==> config.mk <==
export PLATFORM = sky130hd
export DESIGN_NAME = cwtc_top
export DESIGN_NICKNAME = d
export VERILOG_FILES = /design/src/verilog/cwtc_pkg.sv /design/src/verilog/cwtc_top.sv /design/src/verilog/cwtc_watchdog.sv
export SDC_FILE = /design/constraint.sdc
export NUM_CORES = 1
export LEC_CHECK = 0
export BUFFER_PORTS_ARGS = -buffer_cell sky130_fd_sc_hd__buf_2
export CELL_PAD_IN_SITES_DETAIL_PLACEMENT = 2
export CELL_PAD_IN_SITES_GLOBAL_PLACEMENT = 2
export CORE_ASPECT_RATIO = 2
export CORE_MARGIN = 2
export CORE_UTILIZATION = 37
export CTS_CLUSTER_SIZE = 28
export DETAILED_ROUTE_END_ITERATION = 16
export GPL_TIMING_DRIVEN = 0
export PLACE_DENSITY = 0.92
export SYNTH_ARGS = -nofsm -noshare
export SYNTH_HDL_FRONTEND = slang
export SYNTH_HIERARCHICAL = 1
export SYNTH_SLANG_ARGS = --single-unit
==> constraint.sdc <==
create_clock -name clk -period 6.25 [get_ports clk]
set_input_delay 0.9375 -clock clk [delete_from_list [all_inputs] [get_ports clk]]
set_output_delay 0.9375 -clock clk [all_outputs]
set_load 0.03 [all_outputs]
==> src/verilog/cwtc_pkg.sv <==
// Purpose: constants and types shared by the charger watchdog and trim control block
// Assumes: one 125 MHz core clock, registers written over a simple byte-wide port
// Notes: long watchdog counts are top-level parameters, defaults derived here
// Function
// gain trim readback reads zero while the converter is shut off
// start of switching with forced enable fixes readback at forced value plus one
// zero-to-one write of load bit shuts the converter off, then restarts it
// after the single load the converter resumes and the load bit clears itself
// restore bit writes every register back to its default value
// limit is host limit, or lower of pin and host when external enable set
// watchdog restart bit restarts the timer and then returns to zero
// period field: 00 off, 01 5 s, 10 88 s, 11 175 s; resets to 11
// no charge setting write within the period suspends charging at zero current
// after expiry, setting writes, period write or restart bit restart the timer
// after expiry, charging resumes only when newly written settings are valid
// host writes charge settings more often than the selected period
// forced time-constant enable makes restarts use forced values, skip calibration
// repeated one or a zero written to the load bit starts nothing
package cwtc_pkg;

  localparam logic [7:0] ADDR_GAIN_TRIM = 8'h65;
  localparam logic [7:0] ADDR_VCTRL = 8'h80;

  // gain trim register fields
  localparam int GT_READBACK_LSB = 2;
  localparam int GT_UPDATE_BIT = 1;

  // virtual control register fields
  localparam int VC_RESTORE_BIT = 7;
  localparam int VC_EXT_LIMIT_BIT = 4;
  localparam int VC_WD_RESTART_BIT = 2;
  localparam int VC_PERIOD_LSB = 0;

  localparam logic [7:0] GAIN_TRIM_RESET = 8'h00;
  localparam logic [7:0] VCTRL_RESET = 8'h13;
  localparam logic RESET_EXT_LIMIT = 1'b1;
  localparam logic [1:0] RESET_PERIOD = 2'h3;

  localparam logic [1:0] PERIOD_OFF = 2'h0;
  localparam logic [1:0] PERIOD_SHORT = 2'h1;
  localparam logic [1:0] PERIOD_MID = 2'h2;
  localparam logic [1:0] PERIOD_LONG = 2'h3;

  // timing: one watchdog tick per millisecond
  localparam int CLK_PERIOD_NS = 8;
  localparam int WD_TICK_NS = 1000000;
  localparam int WD_TICK_CYCLES = (WD_TICK_NS + CLK_PERIOD_NS - 1) / CLK_PERIOD_NS;
  localparam int MS_PER_S = 1000;
  localparam int WD_SHORT_S = 5;
  localparam int WD_MID_S = 88;
  localparam int WD_LONG_S = 175;
  localparam int WD_SHORT_TICKS = WD_SHORT_S * MS_PER_S;
  localparam int WD_MID_TICKS = WD_MID_S * MS_PER_S;
  localparam int WD_LONG_TICKS = WD_LONG_S * MS_PER_S;

  // converter held off this long during a forced-trim load
  localparam int UPD_OFF_NS = 128;
  localparam int UPD_OFF_CYCLES = (UPD_OFF_NS + CLK_PERIOD_NS - 1) / CLK_PERIOD_NS;

  typedef enum logic [1:0] {
    UPD_IDLE,
    UPD_OFF,
    UPD_WAIT
  } cwtc_upd_t;

endpackage

==> src/verilog/cwtc_top.sv <==
// Purpose: watchdog, register restore, input-limit select and forced-trim update
// Assumes: write/read strobes and converter status come from logic on clk
// Notes: limit pin is asynchronous and passes a two-flop synchroniser
`timescale 1ns/1ns
module cwtc_top #(
  parameter int WD_TICK_CYCLES = cwtc_pkg::WD_TICK_CYCLES,
  parameter int WD_SHORT_TICKS = cwtc_pkg::WD_SHORT_TICKS,
  parameter int WD_MID_TICKS = cwtc_pkg::WD_MID_TICKS,
  parameter int WD_LONG_TICKS = cwtc_pkg::WD_LONG_TICKS,
  parameter int LIMIT_W = 8
) (
  input wire logic clk,
  input wire logic rst_n,
  input wire logic reg_wr,
  input wire logic reg_rd,
  input wire logic [7:0] reg_addr,
  input wire logic [7:0] reg_wdata,
  input wire logic charge_voltage_write,
  input wire logic charge_current_write,
  input wire logic charge_settings_valid,
  input wire logic converter_request,
  input wire logic converter_running,
  input wire logic [5:0] adaptive_gain_trim_auto,
  input wire logic [5:0] forced_gain_trim_value,
  input wire logic forced_gain_trim_enable,
  input wire logic forced_time_constant_enable,
  input wire logic [LIMIT_W-1:0] limit_setting_pin,
  input wire logic [LIMIT_W-1:0] host_input_limit,
  output logic [7:0] reg_rd_data,
  output logic reg_rd_valid,
  output logic converter_enable,
  output logic skip_auto_calibration,
  output logic charge_suspend,
  output logic restore_defaults,
  output logic [LIMIT_W-1:0] input_current_limit
);

  function automatic logic wr_to(input logic wr, input logic [7:0] a, input logic [7:0] t);
    wr_to = wr && (a == t);
  endfunction

  ////////////////////////////////////////////////////////////////////////////
  // register writes

  logic wr_gain, wr_vctrl, restore_req;
  logic upd_start;
  logic update_bit, next_update_bit;
  logic ext_limit, next_ext_limit;
  logic wd_restart, next_wd_restart;
  logic [1:0] period, next_period;
  logic next_restore_defaults;
  cwtc_pkg::cwtc_upd_t upd_state, next_upd_state;

  assign wr_gain = wr_to(reg_wr, reg_addr, cwtc_pkg::ADDR_GAIN_TRIM);
  assign wr_vctrl = wr_to(reg_wr, reg_addr, cwtc_pkg::ADDR_VCTRL);
  assign restore_req = wr_vctrl && reg_wdata[cwtc_pkg::VC_RESTORE_BIT];
  // only a real zero-to-one edge starts a load
  assign upd_start = wr_gain && reg_wdata[cwtc_pkg::GT_UPDATE_BIT] && !update_bit
    && !restore_req;

  always_comb begin
    next_ext_limit = ext_limit;
    next_period = period;
    next_wd_restart = 1'b0;
    next_restore_defaults = 1'b0;
    if (restore_req) begin
      next_ext_limit = cwtc_pkg::RESET_EXT_LIMIT;
      next_period = cwtc_pkg::RESET_PERIOD;
      next_restore_defaults = 1'b1;
    end else if (wr_vctrl) begin
      next_ext_limit = reg_wdata[cwtc_pkg::VC_EXT_LIMIT_BIT];
      next_period = reg_wdata[cwtc_pkg::VC_PERIOD_LSB +: 2];
      next_wd_restart = reg_wdata[cwtc_pkg::VC_WD_RESTART_BIT];
    end
  end

  always_ff @(posedge clk) begin
    if (!rst_n) begin
      ext_limit <= cwtc_pkg::RESET_EXT_LIMIT;
      period <= cwtc_pkg::RESET_PERIOD;
      wd_restart <= 1'b0;
      restore_defaults <= 1'b0;
    end else begin
      ext_limit <= next_ext_limit;
      period <= next_period;
      wd_restart <= next_wd_restart;
      restore_defaults <= next_restore_defaults;
    end
  end

  ////////////////////////////////////////////////////////////////////////////
  // forced-trim load sequence

  localparam int OFF_W = $clog2(cwtc_pkg::UPD_OFF_CYCLES + 1);

  logic [OFF_W-1:0] off_cnt, next_off_cnt;

  always_comb begin
    next_upd_state = upd_state;
    next_update_bit = update_bit;
    next_off_cnt = off_cnt;
    unique case (upd_state)
      cwtc_pkg::UPD_IDLE: begin
        if (upd_start) begin
          next_upd_state = cwtc_pkg::UPD_OFF;
          next_update_bit = 1'b1;
          next_off_cnt = '0;
        end
      end
      cwtc_pkg::UPD_OFF: begin
        // converter held off until the shutdown has settled
        next_off_cnt = off_cnt + 1'b1;
        if (off_cnt == OFF_W'(cwtc_pkg::UPD_OFF_CYCLES - 1)) begin
          next_upd_state = cwtc_pkg::UPD_WAIT;
        end
      end
      cwtc_pkg::UPD_WAIT: begin
        if (converter_running) begin
          next_upd_state = cwtc_pkg::UPD_IDLE;
          next_update_bit = 1'b0;
        end
      end
    endcase
    if (restore_req) begin
      next_upd_state = cwtc_pkg::UPD_IDLE;
      next_update_bit = 1'b0;
    end
  end

  logic next_converter_enable;
  assign next_converter_enable = converter_request && (next_upd_state != cwtc_pkg::UPD_OFF);

  always_ff @(posedge clk) begin
    if (!rst_n) begin
      upd_state <= cwtc_pkg::UPD_IDLE;
      update_bit <= 1'b0;
      off_cnt <= '0;
      converter_enable <= 1'b0;
    end else begin
      upd_state <= next_upd_state;
      update_bit <= next_update_bit;
      off_cnt <= next_off_cnt;
      converter_enable <= next_converter_enable;
    end
  end

  ////////////////////////////////////////////////////////////////////////////
  // gain trim readback and time-constant source

  logic running_d;
  logic forced_lock, next_forced_lock;
  logic [5:0] gain_trim, next_gain_trim;
  logic next_skip_auto_calibration;

  always_comb begin
    next_gain_trim = gain_trim;
    next_forced_lock = forced_lock;
    if (!converter_running || restore_req) begin
      next_gain_trim = '0;
      next_forced_lock = 1'b0;
    end else if (!running_d) begin
      next_forced_lock = forced_gain_trim_enable;
      next_gain_trim = forced_gain_trim_enable ? forced_gain_trim_value + 6'h01
        : adaptive_gain_trim_auto;
    end else if (!forced_lock) begin
      next_gain_trim = adaptive_gain_trim_auto;
    end
  end

  // sampled continuously so every restart sees the current enable
  assign next_skip_auto_calibration = forced_time_constant_enable;

  always_ff @(posedge clk) begin
    if (!rst_n) begin
      running_d <= 1'b0;
      forced_lock <= 1'b0;
      gain_trim <= '0;
      skip_auto_calibration <= 1'b0;
    end else begin
      running_d <= converter_running;
      forced_lock <= next_forced_lock;
      gain_trim <= next_gain_trim;
      skip_auto_calibration <= next_skip_auto_calibration;
    end
  end

  ////////////////////////////////////////////////////////////////////////////
  // watchdog and charge suspend

  logic wd_kick, wd_expired;
  logic next_charge_suspend;

  // restore reloads the period and so restarts the timer as a period write
  assign wd_kick = charge_voltage_write || charge_current_write || wr_vctrl || wd_restart;

  cwtc_watchdog #(
    .TICK_CYCLES(WD_TICK_CYCLES),
    .SHORT_TICKS(WD_SHORT_TICKS),
    .MID_TICKS(WD_MID_TICKS),
    .LONG_TICKS(WD_LONG_TICKS)
  ) u_watchdog (
    .clk(clk),
    .rst_n(rst_n),
    .restart(wd_kick),
    .period_sel(period),
    .expired(wd_expired)
  );

  always_comb begin
    next_charge_suspend = charge_suspend;
    if (wd_expired) begin
      next_charge_suspend = 1'b1;
    end else if ((charge_voltage_write || charge_current_write) && charge_settings_valid) begin
      next_charge_suspend = 1'b0;
    end
  end

  always_ff @(posedge clk) begin
    if (!rst_n) begin
      charge_suspend <= 1'b0;
    end else begin
      charge_suspend <= next_charge_suspend;
    end
  end

  ////////////////////////////////////////////////////////////////////////////
  // input current limit select

  logic [LIMIT_W-1:0] pin_meta, pin_sync;
  logic [LIMIT_W-1:0] next_input_current_limit;

  always_comb begin
    if (ext_limit && pin_sync < host_input_limit) begin
      next_input_current_limit = pin_sync;
    end else begin
      next_input_current_limit = host_input_limit;
    end
  end

  always_ff @(posedge clk) begin
    if (!rst_n) begin
      pin_meta <= '0;
      pin_sync <= '0;
      input_current_limit <= '0;
    end else begin
      pin_meta <= limit_setting_pin;
      pin_sync <= pin_meta;
      input_current_limit <= next_input_current_limit;
    end
  end

  ////////////////////////////////////////////////////////////////////////////
  // register reads

  logic [7:0] next_reg_rd_data;

  always_comb begin
    next_reg_rd_data = 8'h00;
    if (reg_addr == cwtc_pkg::ADDR_GAIN_TRIM) begin
      next_reg_rd_data = {gain_trim, update_bit, 1'b0};
    end else if (reg_addr == cwtc_pkg::ADDR_VCTRL) begin
      next_reg_rd_data = {1'b0, 2'h0, ext_limit, 1'b0, wd_restart, period};
    end
  end

  always_ff @(posedge clk) begin
    if (!rst_n) begin
      reg_rd_data <= 8'h00;
      reg_rd_valid <= 1'b0;
    end else begin
      reg_rd_data <= reg_rd ? next_reg_rd_data : reg_rd_data;
      reg_rd_valid <= reg_rd;
    end
  end

  ////////////////////////////////////////////////////////////////////////////
  // checks

  property p_gain_zero_off;
    @(posedge clk) disable iff (!rst_n)
      !converter_running |=> (gain_trim == 6'h00);
  endproperty
  a_gain_zero_off: assert property (p_gain_zero_off)
    else $error("gain readback not zero while converter off");

  property p_gain_forced;
    @(posedge clk) disable iff (!rst_n)
      (converter_running && !running_d && forced_gain_trim_enable && !restore_req)
        |=> (gain_trim == $past(forced_gain_trim_value) + 6'h01);
  endproperty
  a_gain_forced: assert property (p_gain_forced)
    else $error("forced gain readback is not forced value plus one");

  property p_load_shuts_off;
    @(posedge clk) disable iff (!rst_n)
      upd_start |=> !converter_enable [*2];
  endproperty
  a_load_shuts_off: assert property (p_load_shuts_off)
    else $error("converter not shut off by forced-trim load");

  property p_load_resumes;
    @(posedge clk) disable iff (!rst_n)
      (upd_state == cwtc_pkg::UPD_WAIT && converter_running && !restore_req)
        |=> !update_bit && (upd_state == cwtc_pkg::UPD_IDLE);
  endproperty
  a_load_resumes: assert property (p_load_resumes)
    else $error("load bit not cleared after restart");

  property p_restore;
    @(posedge clk) disable iff (!rst_n)
      restore_req |=> ext_limit && (period == cwtc_pkg::RESET_PERIOD) && !update_bit
        && restore_defaults;
  endproperty
  a_restore: assert property (p_restore)
    else $error("restore did not return defaults");

  property p_limit_host;
    @(posedge clk) disable iff (!rst_n)
      !ext_limit |=> (input_current_limit == $past(host_input_limit));
  endproperty
  a_limit_host: assert property (p_limit_host)
    else $error("limit differs from host limit with external limit off");

  property p_restart_clears;
    @(posedge clk) disable iff (!rst_n)
      // a fresh restart write in the same cycle legally sets the bit again
      (wd_restart && !(wr_vctrl && reg_wdata[cwtc_pkg::VC_WD_RESTART_BIT])) |=> !wd_restart;
  endproperty
  a_restart_clears: assert property (p_restart_clears)
    else $error("watchdog restart bit did not self-clear");

  property p_expiry_suspends;
    @(posedge clk) disable iff (!rst_n)
      wd_expired |=> charge_suspend;
  endproperty
  a_expiry_suspends: assert property (p_expiry_suspends)
    else $error("expiry did not suspend charging");

  property p_invalid_keeps_suspend;
    @(posedge clk) disable iff (!rst_n)
      (charge_suspend && !charge_settings_valid) |=> charge_suspend;
  endproperty
  a_invalid_keeps_suspend: assert property (p_invalid_keeps_suspend)
    else $error("charging resumed without valid settings");

  property p_no_second_load;
    @(posedge clk) disable iff (!rst_n)
      (wr_gain && update_bit && upd_state == cwtc_pkg::UPD_OFF
        && off_cnt != OFF_W'(cwtc_pkg::UPD_OFF_CYCLES - 1))
        |=> (upd_state == cwtc_pkg::UPD_OFF) && (off_cnt == $past(off_cnt) + 1'b1);
  endproperty
  a_no_second_load: assert property (p_no_second_load)
    else $error("repeated load write restarted the sequence");

endmodule // cwtc_top

==> src/verilog/cwtc_watchdog.sv <==
// Purpose: watchdog timer with millisecond prescaler and selectable period
// Assumes: restart is a one-cycle pulse from the same clock, two cycles for a restart-bit write
// Notes: expired pulses once per timeout, then the timer holds until restarted
`timescale 1ns/1ns
module cwtc_watchdog #(
  parameter int TICK_CYCLES = cwtc_pkg::WD_TICK_CYCLES,
  parameter int SHORT_TICKS = cwtc_pkg::WD_SHORT_TICKS,
  parameter int MID_TICKS = cwtc_pkg::WD_MID_TICKS,
  parameter int LONG_TICKS = cwtc_pkg::WD_LONG_TICKS
) (
  input wire logic clk,
  input wire logic rst_n,
  input wire logic restart,
  input wire logic [1:0] period_sel,
  output logic expired
);
  localparam int PW = $clog2(TICK_CYCLES + 1);
  localparam int CW = $clog2(LONG_TICKS + 1);

  logic [PW-1:0] pre_cnt, next_pre_cnt;
  logic [CW-1:0] tick_cnt, next_tick_cnt;
  logic done, next_done;
  logic next_expired;
  logic [CW-1:0] limit;
  logic tick;

  always_comb begin
    unique case (period_sel)
      cwtc_pkg::PERIOD_SHORT: limit = CW'(SHORT_TICKS);
      cwtc_pkg::PERIOD_MID: limit = CW'(MID_TICKS);
      cwtc_pkg::PERIOD_LONG: limit = CW'(LONG_TICKS);
      cwtc_pkg::PERIOD_OFF: limit = '0;
    endcase
  end

  assign tick = (pre_cnt == PW'(TICK_CYCLES - 1));

  always_comb begin
    next_pre_cnt = pre_cnt;
    next_tick_cnt = tick_cnt;
    next_done = done;
    next_expired = 1'b0;
    if (restart || period_sel == cwtc_pkg::PERIOD_OFF) begin
      next_pre_cnt = '0;
      next_tick_cnt = '0;
      next_done = 1'b0;
    end else if (!done) begin
      next_pre_cnt = tick ? '0 : pre_cnt + 1'b1;
      if (tick) begin
        next_tick_cnt = tick_cnt + 1'b1;
        if (tick_cnt == limit - 1'b1) begin
          next_done = 1'b1;
          next_expired = 1'b1;
        end
      end
    end
  end

  always_ff @(posedge clk) begin
    if (!rst_n) begin
      pre_cnt <= '0;
      tick_cnt <= '0;
      done <= 1'b0;
      expired <= 1'b0;
    end else begin
      pre_cnt <= next_pre_cnt;
      tick_cnt <= next_tick_cnt;
      done <= next_done;
      expired <= next_expired;
    end
  end

  property p_off_never_expires;
    @(posedge clk) disable iff (!rst_n)
      (period_sel == cwtc_pkg::PERIOD_OFF) |=> !expired;
  endproperty
  a_off_never_expires: assert property (p_off_never_expires)
    else $error("watchdog expired while disabled");

endmodule // cwtc_watchdog
==> results of run 1 <==
metrics by stage:
step | cell area [um2] | std cells | setup slack, ns
5_1_grt | 5330 | 728 | 2.86
4_1_cts | 5330 | 728 | 2.96
6_report | 5330 | 728 | 2.99
2_1_floorplan | 4480 | 495 | 3.32
3_3_place_gp | 5020 | 712 | 2.73
3_5_place_dp | 5020 | 712 | 2.56
critical path, cell delays in order:
cell                       delay, ns
sky130_fd_sc_hd__buf_2          0.10
sky130_fd_sc_hd__or3_1          0.21
sky130_fd_sc_hd__nor4b_4        0.11
sky130_fd_sc_hd__or4_2          0.59
sky130_fd_sc_hd__nor3b_1        0.66
sky130_fd_sc_hd__o21ai_1        0.40
sky130_fd_sc_hd__clkbuf_1       0.34
sky130_fd_sc_hd__nor2_1         0.19
sequential cells by signal, indices dropped and copies added, names as in the netlist, 2 cells and up:
signal	flops
u_watchdog/tick_cnt	18
u_watchdog/pre_cnt	17
input_current_limit	8
pin_meta	8
pin_sync	8
reg_rd_data	8
gain_trim	6
off_cnt	5
period	2
upd_state	2
logic make-up (layout without fill, tap and decap cells):
kind of cell               count (synthesis)  in the layout  synth area share [%]
and+or+nand+nor                          219            219                  29.8
DFF                                       94             94                  42.0
xor gates and xnor gates                  15             15                  2.93
buffers and inverters                     39            127                  3.69
AOI/OAI and AO/OA                         95             95                  13.2
muxes                                     15             15                  3.35
adders and majority gates                 18             18                  5.03
placed cells by master (no fill, tap or decap), types with 14 or more instances in the layout:
master                     Yosys  final
sky130_fd_sc_hd__nand2_1      47     47
sky130_fd_sc_hd__nor2_1       23     23
sky130_fd_sc_hd__a21oi_1      29     29
sky130_fd_sc_hd__buf_2         1     73
sky130_fd_sc_hd__inv_1        22     22
sky130_fd_sc_hd__ha_1         18     18
sky130_fd_sc_hd__mux2i_1      15     15
sky130_fd_sc_hd__and2_1       20     20
sky130_fd_sc_hd__o21ai_0      21     21
sky130_fd_sc_hd__or4_1        17     17
sky130_fd_sc_hd__nand3_1      20     20
sky130_fd_sc_hd__clkbuf_1     14     14
sky130_fd_sc_hd__dfxtp_1      94     94
worst paths after layout:
check | from | end | slack, ns | cells after the start
max | reg_addr[3] | u_watchdog/pre_cnt[2]$_SDFFE_PP0N_ | 2.99 | 8
min | pin_meta[3]$_SDFF_PN0_ | pin_sync[3]$_SDFF_PN0_ | 0.45 | 1
max reg2reg | wd_restart$_SDFF_PP0_ | u_watchdog/pre_cnt[2]$_SDFFE_PP0N_ | 3.55 | 5
min reg2reg | pin_meta[3]$_SDFF_PN0_ | pin_sync[3]$_SDFF_PN0_ | 0.45 | 1
power breakdown:
| group | internal [mW] | switching, mW | leakage (nW) |
|---|---|---|---|
| Clock | 0.320 | 0.271 | 0.150 |
| Sequential | 0.610 | 0.00593 | 0.764 |
| Combinational | 0.0348 | 0.0541 | 1.17 |
| Total | 0.964 | 0.331 | 2.09 |
per-layer routing:
metal / GRT usage (%) / up-vias
li1: - / 1958
met1: 23.5 / 2169
met2: 53.9 / 138
met3: 4.76 / 72
met4: 18.0 / 0
met5: 0 / -
area by class of cell:
| cell class | count | area (um2) | area share (%) |
|---|---|---|---|
| Buffer | 17 | 82.6 | 1.55 |
| Clock buffer | 9 | 225 | 4.22 |
| Clock inverter | 7 | 88.8 | 1.67 |
| Inverter | 22 | 82.6 | 1.55 |
| Multi-Input combinational cell | 362 | 2430 | 45.6 |
| Sequential cell | 94 | 1880 | 35.3 |
| Tap cell | 145 | 181 | 3.40 |
| Timing Repair Buffer | 72 | 360 | 6.76 |
==> results.md, run 1 <==
- CTS buffer count: 9
- Kind of path behind the tightest hold check: reg -> reg
- Crit-path max FO: 10
- Shortest clock period the worst path allows after layout: 3.26 ns
- Most frequently used cell type in the post-synthesis netlist: sky130_fd_sc_hd__dfxtp_1
- Top cell type by total area after synthesis: sky130_fd_sc_hd__dfxtp_1
- Share of post-route cells with drive strength above 1: 19.9%
- Measured slew at the worst slew-check pin: 0.764 ns
- Via count: 4,337
- CTS H-tree depth: 3
- Detailed-routing wirelength on met1: 5360 um
- Initial core utilization: 38.0%
- Vias/cell: 5.96
- Overall overflow remaining after global route: 0
- Post-synth cell types: 65
- Maximum achievable frequency: 307 MHz
- Final setup violation count: 0
- Wire length of the first global-routing pass: 27,000 um
- GRT Util Overall: 27.6%
- Syn_nets: 568
- Number of DRC markers in iteration 0: 165
- Overall power consumption: 1.30 mW
- Async set-or-reset flop fraction in the synthesized netlist: 0%
- Result of the run: completed
- Power per cell area: 243 nW/um2
- EDFF count, synth: 0
- Crit path DAT: 3.53 ns
- Predominant post-synthesis flop cell: sky130_fd_sc_hd__dfxtp_1
- Count of antenna-violating nets left after detailed routing: 0
- Number of optimization iterations in the first detailed-route pass: 4
- Netlist Area Pre-Place: 4480 um2
- Area share of the largest cell type after synthesis: 42.0%
- Total number of nets in the final design: 651
- Highest metal layer with signal wires: met4
- Worst-case clock skew: 0.0126 ns
- Pin count of the biggest net entering global routing: 19
- Detailed Place HPWL: 12,700 um
- DR WL met3: 512 um
- Fraction of the yosys area taken by sequential cells: 42.0%
- Initial antenna violation count: 0
- Worst hold-check slack: 0.446 ns
- Top cells by count, synth: 94 x sky130_fd_sc_hd__dfxtp_1, 47 x sky130_fd_sc_hd__nand2_1, 29 x sky130_fd_sc_hd__a21oi_1
- Number of buffers inserted to repair setup after CTS: 0
- Insertion delay to the later sink of the worst-skew pair: 0.36 ns
- Core outline area: 11,800 um2
- Cts-stage hold buffer count: 0
- Filler instances: 1,316
- Gate count of the mapped netlist: 495
- Number of hold-slack violations in the final timing report: 0
- WP data required: 6.53 ns
- Worst setup EP type: flip-flop
- Post-cts resize count: 0
- Via count of the first global-routing pass: 5,145
- Warning count from the yosys run: 6
- Clock tree from TritonCTS: done
- Final cycle utilization of the critical path: 52.1%
- Aggregate negative setup slack: 0 ns
- Layout Area Growth over Synthesis: 19.1%
- Maximum vdd drop: 0.000144 V
- Max-slew violation count: 0
- Buffer cell driving the clock tree root: sky130_fd_sc_hd__clkbuf_16
- Setup repair after global routing missed its margin: false
- Number of I/O port buffers: 72
- Avg WL per Cell: 23.4 um
- I/O Pins: 76
- Ant. Diodes: 0
- Wire length on met2: 10,000 um
- Number of max-capacitance violations reported: 0
- Leading cell types by total area after synthesis: sky130_fd_sc_hd__dfxtp_1 42%, sky130_fd_sc_hd__ha_1 5.0%, sky130_fd_sc_hd__nand2_1 3.9%, sky130_fd_sc_hd__mux2i_1 3.4%, sky130_fd_sc_hd__a21oi_1 3.2%
- Finished Core Util: 45.3%
- Number of rows created at floorplan: 56
- Floorplan die height: 160 um
- Number of sinks driven by the clock tree: 94
- Clock slew at reported path FFs: 0.08 ns
- Aggregate routed wire length: 17,000 um
- Leakage dissipation: 2.09 nW
- Register bit count reported by yosys: 94
- CTS Buffer Depth: 2
- Category of the critical setup timing path: in -> reg
- Drt drc: 0
- Die area: 13,100 um2
- Die outline width: 81.8 um
- Global placer's final weighted congestion: 0.812
- Type of element launching the critical path: primary input
- Max-slew headroom: 49.0%
- Avg Synthesized Cell Area: 9.05 um2
Note: power is estimated with default switching activity, not from simulation.
==> run 2, diff against run 1 <==
- CORE_UTILIZATION: 37 -> 31
- PLACE_DENSITY: 0.92 -> 0.83
- clock period: 6.25 -> 2.9 ns (I/O delays scaled with it)
==> results.md, run 2 (same netlist as run 1, synthesis figures left out) <==
- Result of the run: completed
- Slowest cell on crit path: sky130_fd_sc_hd__or4b_4
- Total number of nets in the final design: 651
- Die area: 15,500 um2
- Category of the critical setup timing path: in -> reg
- Most common library cell in the layout ignoring fill and taps: sky130_fd_sc_hd__dfxtp_1
- Number of optimization iterations in the first detailed-route pass: 4
- Worst setup EP type: flip-flop
- Cell Area, Placed: 5080 um2
- Number of rows created at floorplan: 62
- Final cycle utilization of the critical path: 87.3%
- Critical path buffers and inverters: 2
- Setup repair after global routing missed its margin: false
- Detailed Place HPWL: 12,100 um
- Layout Area Growth over Synthesis: 20.6%
- Clock tree from TritonCTS: done
- Wire length of the first global-routing pass: 24,500 um
- Number of hold-slack violations in the final timing report: 0
- Insertion delay to the later sink of the worst-skew pair: 0.35 ns
- Floorplan die height: 174 um
- Overall overflow remaining after global route: 0
- CTS H-tree depth: 3
- Number of buffers inserted to repair setup after CTS: 0
- Aggregate negative setup slack: 0 ns
- Via count: 4,162
- Final Instance Area: 5400 um2
- I/O Pins: 76
- Crit path setup slack, layout: 0.368 ns
- Pin count of the biggest net entering global routing: 21
- Crit-path max FO: 10
- Type of element launching the critical path: primary input
- Number of sinks driven by the clock tree: 94
- Cell count of the worst hold path: 2
- Leakage dissipation: 2.09 nW
- Power per cell area: 506 nW/um2
- Avg WL per Cell: 19.4 um
- Depth of the worst register-to-register path: 5
- Number of flip-flops in the largest register: 18
- Maximum achievable frequency: 395 MHz
- CTS buffer count: 9
- Clock slew at reported path FFs: 0.08 ns
- Drt drc: 0
- Count of antenna-violating nets left after detailed routing: 0
- Number of I/O port buffers: 72
- Cell family contributing the most delay on the critical path: simple AND/OR/NAND/NOR gates
- Worst path max stage delay: 0.58 ns
- Kind of path behind the tightest hold check: in -> reg
- Initial antenna violation count: 0
- Number of DRC markers in iteration 0: 119
- Crit path DAT: 2.75 ns
- Initial core utilization: 31.4%
- Sequence of cells on the critical path: buf_2, or4b_4, nor4b_4, or4_2, nor3b_2, o21ai_1, clkbuf_1, nor2_1
- Shortest clock period the worst path allows after layout: 2.53 ns
- Number of max-capacitance violations reported: 0
- Worst slack after detailed placement: -0.229 ns
- Aggregate routed wire length: 15,000 um
- CTS Buffer Depth: 2
- Commonest cells after routing, fill and taps aside: 94 x sky130_fd_sc_hd__dfxtp_1, 73 x sky130_fd_sc_hd__buf_2, 47 x sky130_fd_sc_hd__nand2_1
- Cell count along the critical path: 8
- Final setup violation count: 0
- Vias/cell: 5.37
- Max-slew violation count: 0
- WP data required: 3.12 ns
- Buffer cell driving the clock tree root: sky130_fd_sc_hd__clkbuf_16
- Share of post-route cells with drive strength above 1: 20.1%
- Ant. Diodes: 0
- Worst-case clock skew: 0.0105 ns
- Register with the highest flop count: u_watchdog/tick_cnt
- Leading registers by flop count: u_watchdog/tick_cnt x18, u_watchdog/pre_cnt x17
- Measured slew at the worst slew-check pin: 0.656 ns
- Global placer's final weighted congestion: 0.790
- Via count of the first global-routing pass: 4,816
- Finished Core Util: 37.8%
- Maximum vdd drop: 0.000265 V
- Die outline width: 89.0 um
- GRT Util Overall: 20.5%
- Core outline area: 14,300 um2
- Max-slew headroom: 56.2%
[run 2: cell type report]
class	instances	area, um2
buffer	17	82.6
clock buffer	9	225
clock inverter	7	91.3
fill	1645	8870
inverter	22	82.6
multi-input combinational	362	2440
sequential	94	1880
tap	192	240
timing repair buffer	72	360
[run 2: per-stage QoR]
step | total power [mW] | hold WS [ns] | instances
final | 2.73 | 0.287 | 775
after global routing | 2.83 | 0.298 | 775
after CTS | 2.76 | 0.283 | 775
after detailed placement | 1.55 | 0.423 | 759
after global placement | 1.54 | 0.416 | 759
after floorplan | 1.45 | 0.412 | 495
[run 2: where the power goes]
group,switching (mW),internal [mW]
Sequential,0.0119,1.31
Combinational,0.114,0.0753
Clock,0.597,0.619
[run 2: final timing paths]
| path | from | endpoint | slack (ns) |
|---|---|---|---|
| max | reg_addr[2] | u_watchdog/pre_cnt[0]$_SDFFE_PP0N_ | 0.37 |
| min | limit_setting_pin[2] | pin_meta[2]$_SDFF_PN0_ | 0.29 |
| max reg2reg | u_watchdog/pre_cnt[4]$_SDFFE_PP0N_ | u_watchdog/pre_cnt[0]$_SDFFE_PP0N_ | 0.45 |
| min reg2reg | pin_meta[2]$_SDFF_PN0_ | pin_sync[2]$_SDFF_PN0_ | 0.44 |
[run 2: worst reg2reg max path: stages, from the launching register on]
cell and delay [ns]:
sky130_fd_sc_hd__dfxtp_1 0.38, sky130_fd_sc_hd__nor4b_2 0.47, sky130_fd_sc_hd__nand4_2 0.37, sky130_fd_sc_hd__o21ai_1 0.56, sky130_fd_sc_hd__clkbuf_1 0.43, sky130_fd_sc_hd__nor2_1 0.11
[run 2: layer usage]
layer	up-vias	share of wire (%)	track usage [%]
met4	0	3.1	7.96
li1	1962	-	-
met5	-	0	0
met1	2080	32	18.4
met2	92	62	42.6
met3	28	2.6	2.66
[run 2: timing repair]
action,in CTS,in global routing
endpoints found under the hold margin,0,0
hold buffers,0,0
gates resized for setup,0,1
endpoints found under the setup margin,0,10
==> run 3, diff against run 2 <==
- BUFFER_PORTS_ARGS: -buffer_cell sky130_fd_sc_hd__buf_2 -> -buffer_cell sky130_fd_sc_hd__buf_4
- CAP_MARGIN: default -> 20
- PLACE_DENSITY: 0.83 -> default
- PLACE_DENSITY_LB_ADDON: default -> 0.05
==> results.md, run 3 (same netlist as run 1, synthesis figures left out) <==
- Combined flip-flop and latch cell area: 1880 um2
- Worst slack after detailed placement: -0.384 ns
- Type of element launching the critical path: primary input
- Worst setup EP type: flip-flop
- Number of max-capacitance violations reported: 0
- I/O Pins: 76
- Ant. Diodes: 0
- Overall overflow remaining after global route: 0
- RR Startpoint: u_watchdog/pre_cnt[0]$_SDFFE_PP0N_
- CTS buffer count: 9
- Overall power consumption: 2.83 mW
- Pin count of the biggest net entering global routing: 17
- Number of hold-slack violations in the final timing report: 0
- Drt drc: 0
- Cts-stage hold buffer count: 0
- Register with the highest flop count: u_watchdog/tick_cnt
- Floorplan die height: 174 um
- Most common library cell in the layout ignoring fill and taps: sky130_fd_sc_hd__dfxtp_1
- Crit-path max FO: 10
- Number of optimization iterations in the first detailed-route pass: 4
- Maximum achievable frequency: 376 MHz
- End point of the most critical hold path: pin_meta[2]$_SDFF_PN0_
- Power per cell area: 506 nW/um2
- Final cycle utilization of the critical path: 91.6%
- Cell family contributing the most delay on the critical path: simple AND/OR/NAND/NOR gates
- Total number of nets in the final design: 651
- Insertion delay to the later sink of the worst-skew pair: 0.34 ns
- Endpoint of the worst register-to-register path: u_watchdog/pre_cnt[3]$_SDFFE_PP0N_
- Depth of the worst register-to-register path: 6
- Worst path max stage delay: 0.58 ns
- CTS Buffer Depth: 2
- Number of buffers inserted to repair setup after CTS: 0
- Startpoint of the lowest-slack hold path: limit_setting_pin[2]
- Layout Area Growth over Synthesis: 24.8%
- Measured slew at the worst slew-check pin: 0.657 ns
- Die area: 15,500 um2
- Core outline area: 14,300 um2
- Crit path setup slack, layout: 0.243 ns
- Number of flip-flops in the largest register: 18
- Critical path buffers and inverters: 2
- Clock tree from TritonCTS: done
- Clock slew at reported path FFs: 0.07 ns
- Sequence of cells on the critical path: buf_4, or4b_4, nor4b_4, or4_2, nor3b_2, o21ai_1, clkbuf_1, nor2_1
- Detailed Place HPWL: 11,100 um
- Shortest clock period the worst path allows after layout: 2.66 ns
- Initial antenna violation count: 0
- Final setup violation count: 0
- Max-slew headroom: 55.6%
- Commonest cells after routing, fill and taps aside: 94 x sky130_fd_sc_hd__dfxtp_1, 72 x sky130_fd_sc_hd__buf_4, 47 x sky130_fd_sc_hd__nand2_1
- Count of antenna-violating nets left after detailed routing: 0
- Number of I/O port buffers: 72
- Share of post-route cells with drive strength above 1: 20.1%
- Leakage dissipation: 2.13 nW
- Worst-case clock skew: 0.0116 ns
- Number of sinks driven by the clock tree: 94
- Setup repair after global routing missed its margin: false
- Avg WL per Cell: 17.8 um
- Wire length of the first global-routing pass: 23,000 um
- Vias/cell: 5.16
- Max-slew violation count: 0
- Aggregate negative setup slack: 0 ns
- Cell count of the worst hold path: 2
- Number of DRC markers in iteration 0: 86
- Via count: 4,002
- Crit path DAT: 2.86 ns
- Buffer cell driving the clock tree root: sky130_fd_sc_hd__clkbuf_16
- WP data required: 3.11 ns
- Category of the critical setup timing path: in -> reg
- Setup slack of the worst register-to-register path: 0.49 ns
- Aggregate routed wire length: 13,800 um
- Global placer's final weighted congestion: 0.790
- Initial core utilization: 31.4%
- Leading registers by flop count: u_watchdog/tick_cnt x18, u_watchdog/pre_cnt x17
- Multi-input combinational cell area: 2440 um2
- Number of rows created at floorplan: 62
- CTS H-tree depth: 3
- GRT Util Overall: 19.1%
- Kind of path behind the tightest hold check: in -> reg
- Die outline width: 89.0 um
- Result of the run: completed
- Filler instances: 1,673
- Slowest cell on crit path: sky130_fd_sc_hd__or4b_4
- Maximum vdd drop: 0.000299 V
- Via count of the first global-routing pass: 4,521
[run 3: how the worst max path moves through the flow]
stage / from / end / slack [ns] / cells past startpoint
after floorplan: reg_addr[7] / u_watchdog/expired$_SDFF_PP0_ / 0.47 / 8
after global placement: reg_addr[7] / u_watchdog/pre_cnt[6]$_SDFFE_PP0N_ / -0.35 / 8
after detailed placement: reg_addr[7] / u_watchdog/pre_cnt[6]$_SDFFE_PP0N_ / -0.38 / 8
after CTS: reg_addr[2] / u_watchdog/pre_cnt[3]$_SDFFE_PP0N_ / 0.20 / 8
after global routing: reg_addr[2] / u_watchdog/pre_cnt[4]$_SDFFE_PP0N_ / 0.13 / 8
final: reg_addr[2] / u_watchdog/pre_cnt[3]$_SDFFE_PP0N_ / 0.24 / 8
[run 3: final cells by class]
cell class	instances	share of cell area, %
buffer	17	1.48
clock buffer	9	4.03
clock inverter	7	1.75
inverter	22	1.48
multi-input combinational	362	43.6
sequential	94	33.7
tap	192	4.30
timing repair buffer	72	9.68
[run 3: worst reg2reg max path, delay by kind of cell (launching register included)]
kind,cells,cell delay [ns]
AND/OR/NAND/NOR,3,0.63
AO/OA/AOI/OAI,1,0.56
buffers and inverters,1,0.46
adder cells (fa/ha/maj),1,0.23
flip-flops,1,0.39
[run 3: power breakdown]
group	total, mW	leakage [nW]	internal [mW]	switching [mW]
registers	1.33	0.764	1.31	0.0118
clock network	1.30	0.152	0.760	0.536
logic	0.204	1.22	0.0985	0.106
total	2.83	2.13	2.17	0.653
[run 3: what timing repair did]
| action | in CTS | in global routing |
|---|---|---|
| hold endpoints to repair | 0 | 0 |
| endpoints found under the setup margin | 4 | 0 |
| gates resized for setup | 1 | 0 |
[run 3: stage by stage]
step	instance area, um2	std cells	utilization, %	hold WS [ns]
6_report	5590	775	39.1	0.302
5_1_grt	5590	775	39.1	0.295
4_1_cts	5590	775	39.1	0.288
3_5_place_dp	5260	759	36.8	0.426
3_3_place_gp	5260	759	36.8	0.418
2_1_floorplan	4480	495	-	0.412
[run 3: metal layers]
metal | vias up | GRT usage (%) | routed length, um
met5 | - | 0 | 0
li1 | 1952 | - | -
met4 | 0 | 5.97 | 250
met1 | 1974 | 19.4 | 5030
met2 | 59 | 38.1 | 8280
met3 | 17 | 2.09 | 246
